[config.mk]
export PLATFORM = sky130hd
export DESIGN_NAME = irpb_ctrl
export DESIGN_NICKNAME = d
export VERILOG_FILES = /design/src/rtl/irpb_pkg.sv /design/src/rtl/irpb_ctrl.sv /design/src/rtl/irpb_tick.sv
export SDC_FILE = /design/constraint.sdc
export NUM_CORES = 1
export LEC_CHECK = 0
export BUFFER_PORTS_ARGS = -buffer_cell sky130_fd_sc_hd__buf_4
export CORE_AREA = 2 2 315 348
export DETAILED_ROUTE_END_ITERATION = 16
export DIE_AREA = 0 0 317 350
export PLACE_DENSITY_LB_ADDON = 0.25
export SYNTH_ARGS = -nofsm -noshare
export SYNTH_HDL_FRONTEND = slang
export SYNTH_SLANG_ARGS = --single-unit
[constraint.sdc]
create_clock -name core_clk -period 5.7 [get_ports core_clk]
set_input_delay 0.57 -clock core_clk [delete_from_list [all_inputs] [get_ports core_clk]]
set_output_delay 0.57 -clock core_clk [all_outputs]
set_load 0.005 [all_outputs]
[src/rtl/irpb_pkg.sv]
// Package of constants and types for the pattern-burst control block
package irpb_pkg;

	// ----------------------------------------
	// Register addresses
	// ----------------------------------------
	localparam logic [7:0] ADDR_CTRL = 8'hA0;
	localparam logic [7:0] ADDR_SYM_LOOPS = 8'hA2;
	localparam logic [7:0] ADDR_SYM_OFF = 8'hA3;
	localparam logic [7:0] ADDR_PKT_LOOPS = 8'hA4;
	localparam logic [7:0] ADDR_PKT_OFF = 8'hA5;
	localparam logic [7:0] ADDR_BIT_TIME = 8'hA6;
	localparam logic [7:0] ADDR_SYM_LEN = 8'hA7;
	localparam logic [7:0] ADDR_STATUS = 8'hA8;
	localparam logic [7:0] ADDR_CLEAR = 8'hAA;

	// ----------------------------------------
	// Reset values and field positions
	// ----------------------------------------
	localparam logic [7:0] RST_REG = 8'h00;
	localparam int STATUS_DONE_BIT = 1;
	localparam int STATUS_BUSY_BIT = 0;
	localparam int BT_FIELD_W = 6;
	localparam int PAT_BYTES = 128;

	// ----------------------------------------
	// Timing
	// ----------------------------------------
	localparam int BIT_BASE_NS = 270; // One bit-time unit, 0.27 us
	localparam int CLK_NS = 5;
	localparam int BIT_BASE_CYC = (BIT_BASE_NS + CLK_NS - 1) / CLK_NS;

	// ----------------------------------------
	// Types
	// ----------------------------------------
	typedef struct packed {
		logic [1:0] reserved;
		logic irq_en;
		logic slew;
		logic qz_level;
		logic [2:0] qz_len;
	} irpb_ctrl_type;

	typedef struct packed {
		logic wr;
		logic [7:0] addr;
		logic [7:0] data;
	} irpb_regreq_type;

	typedef struct packed {
		logic wr;
		logic [6:0] addr;
		logic [7:0] data;
	} irpb_patreq_type;

	typedef enum logic [2:0] {
		ST_IDLE = 3'b000,
		ST_QZ_PRE = 3'b001,
		ST_DATA = 3'b010,
		ST_QZ_POST = 3'b011,
		ST_SYM_OFF = 3'b100,
		ST_PKT_OFF = 3'b101
	} irpb_state_type;

endpackage : irpb_pkg

[src/rtl/irpb_ctrl.sv]
// Pattern-burst engine with its control, timing and status registers
module irpb_ctrl (
	// Clock, reset, clock enable
	input wire logic core_clk,
	input wire logic rst_n,
	input wire logic ce,
	// Register port from the serial host logic
	input wire irpb_pkg::irpb_regreq_type reg_req,
	output logic [7:0] reg_rdata,
	// Pattern memory write port
	input wire irpb_pkg::irpb_patreq_type pat_req,
	// Mode enable
	input wire logic pattern_burst_enable,
	// LED driver
	output logic led_driver_output,
	output logic led_drive_en,
	output logic led_slew_ctrl,
	// Status
	output logic burst_done_flag,
	output logic burst_busy,
	output logic burst_irq
);
	import irpb_pkg::*;

	// ----------------------------------------
	// Registers and state
	// ----------------------------------------
	irpb_ctrl_type pattern_burst_control;
	logic [7:0] sym_loops, sym_off, pkt_loops, pkt_off, symbol_length_nibbles;
	logic [BT_FIELD_W-1:0] bit_time_setting;
	logic [7:0] pat_ram [0:PAT_BYTES-1];
	irpb_state_type state, next_state;
	logic [10:0] cnt, next_cnt;
	logic [9:0] bit_idx, next_bit_idx;
	logic [7:0] sym_left, next_sym_left;
	logic [7:0] pkt_left, next_pkt_left;
	logic finish, sym_end, enter, tick;
	logic next_led, next_led_en;

	// ----------------------------------------
	// Write decode and derived values
	// ----------------------------------------
	wire wr_ctrl = reg_req.wr && (reg_req.addr == ADDR_CTRL);
	wire wr_sym_loops = reg_req.wr && (reg_req.addr == ADDR_SYM_LOOPS);
	wire wr_sym_off = reg_req.wr && (reg_req.addr == ADDR_SYM_OFF);
	wire wr_pkt_loops = reg_req.wr && (reg_req.addr == ADDR_PKT_LOOPS);
	wire wr_pkt_off = reg_req.wr && (reg_req.addr == ADDR_PKT_OFF);
	wire wr_bit_time = reg_req.wr && (reg_req.addr == ADDR_BIT_TIME);
	wire wr_len = reg_req.wr && (reg_req.addr == ADDR_SYM_LEN);
	wire wr_clear = reg_req.wr && (reg_req.addr == ADDR_CLEAR);
	wire start = wr_len && pattern_burst_enable;
	irpb_ctrl_type eff_ctrl;
	assign eff_ctrl = pattern_burst_enable ? pattern_burst_control : irpb_ctrl_type'(RST_REG);
	wire qz_on = (eff_ctrl.qz_len != 3'b000);
	wire [10:0] qz_bits = (11'h002 << eff_ctrl.qz_len) + 11'h001;
	wire [9:0] last_bit = {symbol_length_nibbles, 2'b11};
	wire [10:0] sym_off_bits = {2'b00, sym_off, 1'b0} + 11'h001;
	wire [10:0] pkt_off_bits = ({3'b000, pkt_off} + 11'h001) << 2;
	wire [7:0] pat_byte = pat_ram[bit_idx[9:3]];
	wire pat_bit = pat_byte[bit_idx[2:0]];
	wire [7:0] status_val = {6'h00, burst_done_flag, burst_busy};
	wire [7:0] rd_mux = (reg_req.addr == ADDR_CTRL) ? pattern_burst_control :
		(reg_req.addr == ADDR_SYM_LOOPS) ? sym_loops :
		(reg_req.addr == ADDR_SYM_OFF) ? sym_off :
		(reg_req.addr == ADDR_PKT_LOOPS) ? pkt_loops :
		(reg_req.addr == ADDR_PKT_OFF) ? pkt_off :
		(reg_req.addr == ADDR_BIT_TIME) ? {2'b00, bit_time_setting} :
		(reg_req.addr == ADDR_SYM_LEN) ? symbol_length_nibbles :
		(reg_req.addr == ADDR_STATUS) ? status_val : RST_REG;

	// ----------------------------------------
	// Bit-time base
	// ----------------------------------------
	irpb_tick u_tick (
		.core_clk(core_clk),
		.rst_n(rst_n),
		.ce(ce),
		.restart(start),
		.bit_time_setting(bit_time_setting),
		.tick(tick)
	);

	// Configuration registers
	always_ff @(posedge core_clk) begin
		if (!rst_n) begin
			pattern_burst_control <= irpb_ctrl_type'(RST_REG);
			sym_loops <= RST_REG;
			sym_off <= RST_REG;
			pkt_loops <= RST_REG;
			pkt_off <= RST_REG;
			bit_time_setting <= RST_REG[BT_FIELD_W-1:0];
			symbol_length_nibbles <= RST_REG;
		end else if (ce) begin
			if (wr_ctrl) pattern_burst_control <= reg_req.data;
			if (wr_sym_loops) sym_loops <= reg_req.data;
			if (wr_sym_off) sym_off <= reg_req.data;
			if (wr_pkt_loops) pkt_loops <= reg_req.data;
			if (wr_pkt_off) pkt_off <= reg_req.data;
			if (wr_bit_time) bit_time_setting <= reg_req.data[BT_FIELD_W-1:0];
			if (wr_len) symbol_length_nibbles <= reg_req.data;
		end
	end

	// Pattern memory
	always_ff @(posedge core_clk) begin
		if (ce && pat_req.wr) begin
			pat_ram[pat_req.addr] <= pat_req.data;
		end
	end

	// ----------------------------------------
	// Burst sequencer
	// ----------------------------------------
	always_comb begin
		next_state = state;
		next_cnt = cnt;
		next_bit_idx = bit_idx;
		next_sym_left = sym_left;
		next_pkt_left = pkt_left;
		finish = 1'b0;
		sym_end = 1'b0;
		enter = 1'b0;
		if (start) begin
			next_sym_left = sym_loops;
			next_pkt_left = pkt_loops;
			enter = 1'b1;
		end else if (!pattern_burst_enable) begin
			next_state = ST_IDLE;
		end else if (tick) begin
			case (state)
				ST_QZ_PRE: begin
					if (cnt > 11'h001) begin
						next_cnt = cnt - 11'h001;
					end else begin
						next_state = ST_DATA;
					end
				end
				ST_DATA: begin
					if (bit_idx != last_bit) begin
						next_bit_idx = bit_idx + 10'h001;
					end else if (qz_on) begin
						next_state = ST_QZ_POST;
						next_cnt = qz_bits;
					end else begin
						sym_end = 1'b1;
					end
				end
				ST_QZ_POST: begin
					if (cnt > 11'h001) begin
						next_cnt = cnt - 11'h001;
					end else begin
						sym_end = 1'b1;
					end
				end
				ST_SYM_OFF: begin
					if (cnt > 11'h001) begin
						next_cnt = cnt - 11'h001;
					end else begin
						next_sym_left = sym_left - 8'h01;
						enter = 1'b1;
					end
				end
				ST_PKT_OFF: begin
					if (cnt > 11'h001) begin
						next_cnt = cnt - 11'h001;
					end else begin
						next_pkt_left = pkt_left - 8'h01;
						next_sym_left = sym_loops;
						enter = 1'b1;
					end
				end
				default: next_state = ST_IDLE;
			endcase
		end
		if (sym_end) begin
			if (sym_left != 8'h00) begin
				next_state = ST_SYM_OFF;
				next_cnt = sym_off_bits;
			end else if (pkt_left != 8'h00) begin
				next_state = ST_PKT_OFF;
				next_cnt = pkt_off_bits;
			end else begin
				next_state = ST_IDLE;
				finish = 1'b1;
			end
		end
		if (enter) begin
			next_state = qz_on ? ST_QZ_PRE : ST_DATA;
			next_cnt = qz_bits;
			next_bit_idx = 10'h000;
		end
	end

	// LED level and drive for the current bit-time
	always_comb begin
		next_led = 1'b0;
		next_led_en = 1'b0;
		case (state)
			ST_QZ_PRE, ST_QZ_POST: begin
				next_led = eff_ctrl.qz_level;
				next_led_en = 1'b1;
			end
			ST_DATA: begin
				next_led = pat_bit;
				next_led_en = pat_bit || (qz_on && eff_ctrl.qz_level);
			end
			default: next_led_en = 1'b0;
		endcase
	end

	// Sequencer state
	always_ff @(posedge core_clk) begin
		if (!rst_n) begin
			state <= ST_IDLE;
			cnt <= 11'h000;
			bit_idx <= 10'h000;
			sym_left <= RST_REG;
			pkt_left <= RST_REG;
		end else if (ce) begin
			state <= next_state;
			cnt <= next_cnt;
			bit_idx <= next_bit_idx;
			sym_left <= next_sym_left;
			pkt_left <= next_pkt_left;
		end
	end

	// ----------------------------------------
	// Outputs and status
	// ----------------------------------------
	always_ff @(posedge core_clk) begin
		if (!rst_n) begin
			reg_rdata <= RST_REG;
			led_driver_output <= 1'b0;
			led_drive_en <= 1'b0;
			led_slew_ctrl <= 1'b0;
			burst_done_flag <= 1'b0;
			burst_busy <= 1'b0;
			burst_irq <= 1'b0;
		end else if (ce) begin
			reg_rdata <= rd_mux;
			led_driver_output <= next_led;
			led_drive_en <= next_led_en;
			led_slew_ctrl <= eff_ctrl.slew;
			burst_done_flag <= finish || (burst_done_flag && !wr_clear);
			burst_busy <= (next_state != ST_IDLE);
			burst_irq <= burst_done_flag && eff_ctrl.irq_en;
		end
	end
endmodule : irpb_ctrl

[src/rtl/irpb_tick.sv]
// Bit-time tick generator for the pattern-burst engine
module irpb_tick (
	// Clock and reset
	input wire logic core_clk,
	input wire logic rst_n,
	input wire logic ce,
	// Control
	input wire logic restart,
	input wire logic [irpb_pkg::BT_FIELD_W-1:0] bit_time_setting,
	// Tick out
	output logic tick
);
	import irpb_pkg::*;

	logic [11:0] cnt;
	wire [11:0] period_cyc = ({6'h00, bit_time_setting} + 12'h001) * 12'(BIT_BASE_CYC);

	// One tick per bit-time, phase restarted by a new burst
	assign tick = (cnt == 12'h000) && !restart;

	// ----------------------------------------
	// Down counter
	// ----------------------------------------
	always_ff @(posedge core_clk) begin
		if (!rst_n) begin
			cnt <= 12'h000;
		end else if (ce) begin
			if (restart || cnt == 12'h000) begin
				cnt <= period_cyc - 12'h001;
			end else begin
				cnt <= cnt - 12'h001;
			end
		end
	end
endmodule : irpb_tick

; ---- Yosys cells after proc, flatten, opt, wreduce, memory -nomap -nowiden
; Memory sizes are Yosys's and may differ from the RTL's. A register that Yosys moved wholly into a read port is not among the register bits.
; Cells that the tools add are included.
[word_totals]
elab_cells = 176
ram_bits = 1024
input_bits = 37
ff_bits = 120
memories = 1
[classes]
n_eq_ne = 19
add_sub_neg = 10
n_reduce_logical = 46
mul = 1
shifts = 1
n_mux = 72
order_cmp = 2
[memory_table]
columns = name, words, word_bits, read_ports, rd_clocked_by_memory_dff, wr, line
row1 = pat_ram, 128, 8, 1, 1, 1, irpb_ctrl.sv:31  ; logic [7:0] pat_ram [0:PAT_BYTES-1];
[op_table]
columns = operator, n
row1 = 8-bit 2-to-1 mux, 17
row2 = 11-bit 2-to-1 mux, 10
row3 = "8-bit equality test, second input constant", 9
row4 = 10-bit 2-to-1 mux, 6
row5 = 3-bit 2-to-1 mux, 10
row6 = "12-bit by 1-bit subtractor with 12-bit output, second input constant", 2
row7 = 11-bit one-hot mux with 2 select lines, 1
row8 = 1-bit 2-to-1 mux, 16
row9 = 8-bit one-hot mux with 2 select lines, 1
row10 = 8-bit nonzero test, 2
row11 = "8-bit by 1-bit subtractor with 8-bit output, second input constant", 2
row12 = 1-bit logical AND, 14
row13 = 7-bit 2-to-1 mux, 2
row14 = 2-bit AND reduction, 7
row15 = 2-bit nonzero test, 7
row16 = 12-bit logical NOT, 1
row17 = "12-bit by 5-bit multiplier with 11-bit output, second input constant", 1
row18 = 12-bit 2-to-1 mux, 1
row19 = 6-bit AND reduction, 2
row20 = "11-bit by 1-bit adder with 11-bit output, second input constant", 1
row21 = "11-bit by 1-bit > comparator with 1-bit output, second input constant", 1
row22 = "2-bit by 3-bit left shift with 11-bit output, first input constant", 1
row23 = "11-bit by 1-bit subtractor with 11-bit output, second input constant", 1
row24 = "10-bit by 1-bit adder with 10-bit output, second input constant", 1
row25 = 23 further kinds, 35

; ---- Longest topological paths before layout
[depth]
ltp_word = 13
ltp_mapped = 17
ltp_nobuf = 16

; ---- Hierarchy
; Synthesis repeated with hierarchy kept, for this count alone.
[unflattened]
cells_unflattened = 3005
hier_area_um2 = 48333.9
[by_module_without_submodules]
columns = module, cells_each, area_each_um2, seq_area_each_um2, n_inst
row1 = irpb_ctrl, 2788, 46548.4, 33051.7, 1
row2 = irpb_tick, 217, 1785.5, 240.2, 1

; ---- Worst setup path before layout
; No wires, ideal clock.
[synth_timing]
kind = register -> register
from = register bit_time_setting[0]
to = register u_tick.cnt[11]
stages_incl_launch_ff = 17
t_required_ns = 5.594
setup_slack_ns = 1.796
n_path_buf = 1
synth_period_minus_slack_ns = 3.904
t_arrival_ns = 3.798
path_cell_list = dfxtp_1 > clkbuf_1 > inv_1 > ha_1 > inv_1 > ha_1 > inv_1 > fa_1 > fa_1 > inv_1 > ha_1 > a21boi_0 > o21a_1 > o211ai_1 > nand3_1 > a211o_1 > o311ai_0
[synth_via]
elab_chain_cells = 4
[synth_lines]
columns = element, line
row1 = start: declaration, irpb_ctrl.sv:30  ; logic [BT_FIELD_W-1:0] bit_time_setting;
row2 = start signal: assignment, irpb_ctrl.sv:91  ; bit_time_setting <= RST_REG[BT_FIELD_W-1:0];
row3 = start signal: assignment, irpb_ctrl.sv:99  ; if (wr_bit_time) bit_time_setting <= reg_req.data[BT_FIELD_W-1:0];
row4 = 6-bit by 1-bit adder with 7-bit output, irpb_tick.sv:16  ; wire [11:0] period_cyc = ({6'h00, bit_time_setting} + 12'h001) * 12'(BIT_BASE_CYC);
row5 = 12-bit by 5-bit multiplier with 11-bit output, irpb_tick.sv:16
row6 = 12-bit by 1-bit subtractor with 12-bit output, irpb_tick.sv:29  ; cnt <= period_cyc - 12'h001;
row7 = 12-bit 2-to-1 mux, irpb_tick.sv:28  ; if (restart || cnt == 12'h000) begin
row8 = end signal: assignment, irpb_tick.sv:29
row9 = end signal: assignment, irpb_tick.sv:31  ; cnt <= cnt - 12'h001;
row10 = end: declaration, irpb_tick.sv:15  ; logic [11:0] cnt;
; No other way between the ends.
; A chain may end at the register's enable or synchronous reset.

; ---- Worst setup path in the final report
; Same ends and word-level chain as after synthesis.

==> flow_metrics.env <==
export IMPL_outcome="finished clean"
export IMPL_first_global_vias=27130
export IMPL_crit_arrival_ps=4860
export IMPL_synthMostInstantiatedCell="sky130_fd_sc_hd__edfxtp_1"
export IMPL_reg2reg_to="u_tick.cnt[11]"
export IMPL_synthToLayoutAreaGrowth_pct=11.29
export IMPL_tritoncts="built"
export IMPL_drt_iter0_drc=3152
export IMPL_met1_usage_pct=30.02
export IMPL_switching_power_of_the_nets_mw=3.780
export IMPL_crit_fanout=10
export IMPL_synth_seq_area_share_pct=69.27
export IMPL_tritoncts_num_buffers=112
export IMPL_worst_hold_path_endpoint="pkt_off[6]"
export IMPL_cellInternalPower_mw=13.55
export IMPL_final_hold_violations=0
export IMPL_total_wire_length_um=124000
export IMPL_maxSlewHeadroom_pct=15.37
export IMPL_drcViolationCount=0
export IMPL_tritoncts_num_sinks=1151
export IMPL_die_x_um=317
export IMPL_powerDensity_nw_per_um2=324.0
export IMPL_synthesis_nets=2953
export IMPL_synthesis_area_sq_um=48060
export IMPL_maximum_clock_skew_at_final_layout_ps=32.26
export IMPL_netlist_top_cells_count="sky130_fd_sc_hd__edfxtp_1 (1024), sky130_fd_sc_hd__mux4_2 (248), sky130_fd_sc_hd__nor2_1 (218)"
export IMPL_rsz0062_at_grt="false"
export IMPL_ir_worst_vdd_uv=208.4
export IMPL_path_class_of_the_lowest_slack_min_delay_path="in -> reg"
export IMPL_synth_top_cell_area_share_pct=63.98
export IMPL_timing_reg2reg_worst_path_depth=15
export IMPL_synth_async_reset_ratio_pct=0
export IMPL_yosysTopAreaCell="sky130_fd_sc_hd__edfxtp_1"
export IMPL_reg2reg_setup_slack_ps=1420
export IMPL_fmax_mhz=233.5
export IMPL_grt_overflow_total=0
export IMPL_period_minus_slack_ps=4283
export IMPL_dp_hpwl_um=78630
export IMPL_die_height_um=350
export IMPL_wire_per_inst_um=28.07
export IMPL_finalCritPeriodShare_pct=75.15
export IMPL_worst_pin_slew_ps=1260
export IMPL_nets=2999
export IMPL_post_cts_setup_buffer_count=0
export IMPL_timing_max_transition_violations_final=0
export IMPL_floorplan_io_pins=51
export IMPL_grt_busiest_layer="met2"
export IMPL_synth_distinct_cells=85
export IMPL_netlist_instances=2877
export IMPL_hold_path_startpoint="reg_req[6]"
export IMPL_buffer_ports_inserted=50
export IMPL_synthesis_area_per_instance_sq_um=16.71
export IMPL_comb_power_share_pct=4.5
export IMPL_ys_top_cells_by_area="sky130_fd_sc_hd__edfxtp_1 (64%), sky130_fd_sc_hd__mux4_2 (12%), sky130_fd_sc_hd__dfxtp_1 (5.3%)"
export IMPL_synthesis_yosys_warnings=0
export IMPL_grt_util_met2_pct=36.99
export IMPL_dieArea_sq_um=111000
export IMPL_holdBufCountCts=0
export IMPL_via_per_inst=6.095
export IMPL_crit_path_end_kind="register"
export IMPL_r2r_start="bit_time_setting[0]"
export IMPL_rows=126
export IMPL_cts_clk_slew_worst_paths_ps=60
export IMPL_timing_critical_path_required_ps=6270
export IMPL_total_of_cells_resized_after_clock_tree_synthesis=0
export IMPL_final_setup_tns_ps=0
export IMPL_gp_congestion=0.8776
export IMPL_start_kind="register"
export IMPL_antenna_found_initial=0
export IMPL_max_cap_violations=0
export IMPL_grt_pass1_wl_um=182200
export IMPL_clk_latency_ps=710
export IMPL_timing_final_setup_violations=0
export IMPL_initial_utilization_pct=44.90
export IMPL_dp_cells=4217
export IMPL_synth_edff_count=1024
export IMPL_count_of_vias_placed_by_the_detailed_router=26930
export IMPL_ys_dominant_reg_cell="sky130_fd_sc_hd__edfxtp_1"
export IMPL_clockRootBuffer="sky130_fd_sc_hd__clkbuf_16"
export IMPL_clock_path_buffers=3
export IMPL_share_seq_of_total_power_pct=53.6
export IMPL_met3_grt_util_pct=3.514
export IMPL_final_cell_count_no_fill=4419
export IMPL_clkPwrFrac_pct=41.9
export IMPL_grt_start_max_net_pins=97
export IMPL_power_share_switching_pct=21.81
export IMPL_leakagePower_nw=16.52
export IMPL_core_area_sq_um=107000
export IMPL_cts_htree_levels=3
export IMPL_num_antenna_cells=0
export IMPL_synth_ff_latch_count=1151
export IMPL_drt_pre_antenna_iters=7
export IMPL_antenna_violating_nets_post_route=0
export IMPL_grt_use_total_pct=22.34
export IMPL_worst_setup_path_type="reg -> reg"
export IMPL_drive_gt1_share_pct=17.83
export IMPL_hold_path_depth=3
## worst max-delay path by stage
stage | startpoint | end | depth (start not counted)
after global placement | bit_time_setting[0] | u_tick.cnt[11] | 15
after detailed placement | bit_time_setting[0] | u_tick.cnt[11] | 15
after CTS | bit_time_setting[0] | u_tick.cnt[11] | 15
after global routing | bit_time_setting[0] | u_tick.cnt[11] | 15
after floorplan | bit_time_setting[0] | u_tick.cnt[11] | 16
final | bit_time_setting[0] | u_tick.cnt[11] | 15
## through the flow
step / total power, mW / utilization, % / instance area (sq um) / hold slack [ps] / setup slack (ps)
detailed placement: 10.24 / 46.66 / 49950 / 491.7 / 1442
CTS: 17.41 / 49.97 / 53490 / 179.2 / 1396
global route: 17.81 / 49.97 / 53490 / 227.7 / 1076
floorplan: 9.901 / - / 48060 / 442.3 / 1796
finish: 17.33 / 49.97 / 53490 / 231.2 / 1417
global placement: 10.21 / 46.66 / 49950 / 470.5 / 1565
## worst max-delay path: stages, from the launching register on
cell                       delay (ps)
sky130_fd_sc_hd__dfxtp_1          540
sky130_fd_sc_hd__inv_1            150
sky130_fd_sc_hd__ha_1             370
sky130_fd_sc_hd__inv_1            110
sky130_fd_sc_hd__ha_1             170
sky130_fd_sc_hd__inv_1             80
sky130_fd_sc_hd__fa_1             510
sky130_fd_sc_hd__fa_1             530
sky130_fd_sc_hd__inv_1             50
sky130_fd_sc_hd__ha_1             290
sky130_fd_sc_hd__a21boi_0         150
sky130_fd_sc_hd__o21a_1           220
sky130_fd_sc_hd__o211ai_1         210
sky130_fd_sc_hd__nand3_1          130
sky130_fd_sc_hd__a211o_1          300
sky130_fd_sc_hd__o311ai_0         340
## state kept, by name, summed over array words and instances, names as in the netlist, 3 cells and up, named ones only
name	flops
pat_ram	1024
u_tick.cnt	12
cnt	11
bit_idx	10
pattern_burst_control	8
pkt_left	8
pkt_loops	8
pkt_off	8
reg_rdata	8
sym_left	8
sym_loops	8
sym_off	8
symbol_length_nibbles	8
bit_time_setting	6
state	3
## power groups by stage
| stage | Clock [mW] | Sequential, mW | Combinational (mW) |
|---|---|---|---|
| floorplan | 0 | 9.45 | 0.456 |
| global placement | 0 | 9.45 | 0.751 |
| global route | 7.67 | 9.29 | 0.852 |
| CTS | 7.35 | 9.28 | 0.776 |
| finish | 7.26 | 9.29 | 0.785 |
| detailed placement | 0 | 9.46 | 0.775 |
## layer usage
| metal | share of wire [%] | routed length, um |
|---|---|---|
| met5 | 0 | 0 |
| met2 | 49 | 60810 |
| met4 | 3.3 | 4070 |
| met1 | 41 | 50410 |
| met3 | 7.0 | 8727 |
## final cells by class
class,instances,area (sq um)
Inverter,45,168.9
Clock inverter,62,625.6
Multi-Input combinational cell,1521,13930
Sequential cell,1151,33310
Fill cell,8614,53560
Clock buffer,140,2918
Timing Repair Buffer,92,778.2
Tap cell,1408,1762
## layout by cell type, fill, tap and decap left out, types with 9 or more instances in the layout
master / instances
sky130_fd_sc_hd__a21oi_1: 75
sky130_fd_sc_hd__nor3_1: 40
sky130_fd_sc_hd__o221ai_1: 15
sky130_fd_sc_hd__mux2i_1: 147
sky130_fd_sc_hd__a211oi_1: 10
sky130_fd_sc_hd__and2_1: 20
sky130_fd_sc_hd__clkinv_1: 26
sky130_fd_sc_hd__o211ai_1: 18
sky130_fd_sc_hd__a21boi_0: 10
sky130_fd_sc_hd__xor2_1: 19
sky130_fd_sc_hd__nand2b_1: 20
sky130_fd_sc_hd__a221oi_1: 16
sky130_fd_sc_hd__mux4_2: 248
sky130_fd_sc_hd__o21ai_0: 78
sky130_fd_sc_hd__buf_4: 85
sky130_fd_sc_hd__o31ai_1: 9
sky130_fd_sc_hd__and3_1: 10
sky130_fd_sc_hd__nor2_1: 218
sky130_fd_sc_hd__or3_1: 12
sky130_fd_sc_hd__clkbuf_16: 112
sky130_fd_sc_hd__nand3_1: 55
sky130_fd_sc_hd__ha_1: 33
sky130_fd_sc_hd__a22oi_1: 52
sky130_fd_sc_hd__nand4_1: 15
sky130_fd_sc_hd__o22ai_1: 11
sky130_fd_sc_hd__clkbuf_1: 27
sky130_fd_sc_hd__nor2b_1: 81
sky130_fd_sc_hd__nor4_1: 17
sky130_fd_sc_hd__edfxtp_1: 1024
sky130_fd_sc_hd__nand2_1: 112
sky130_fd_sc_hd__bufinv_16: 10
sky130_fd_sc_hd__clkinv_2: 12
sky130_fd_sc_hd__dfxtp_1: 122
sky130_fd_sc_hd__xnor2_1: 23
sky130_fd_sc_hd__inv_1: 41
sky130_fd_sc_hd__a31oi_1: 21
## kinds of logic (layout without fill, tap and decap cells)
group | after synthesis | count (layout) | synth area share (%)
simple gates | 646 | 646 | 6.638
xor+xnor | 42 | 42 | 0.7653
compound gates | 395 | 395 | 5.680
mux | 399 | 399 | 14.78
buf+inv | 205 | 339 | 1.765
fa+ha+maj | 39 | 39 | 1.109
flops | 1151 | 1151 | 69.27
Power figures use the tool's default switching activity.
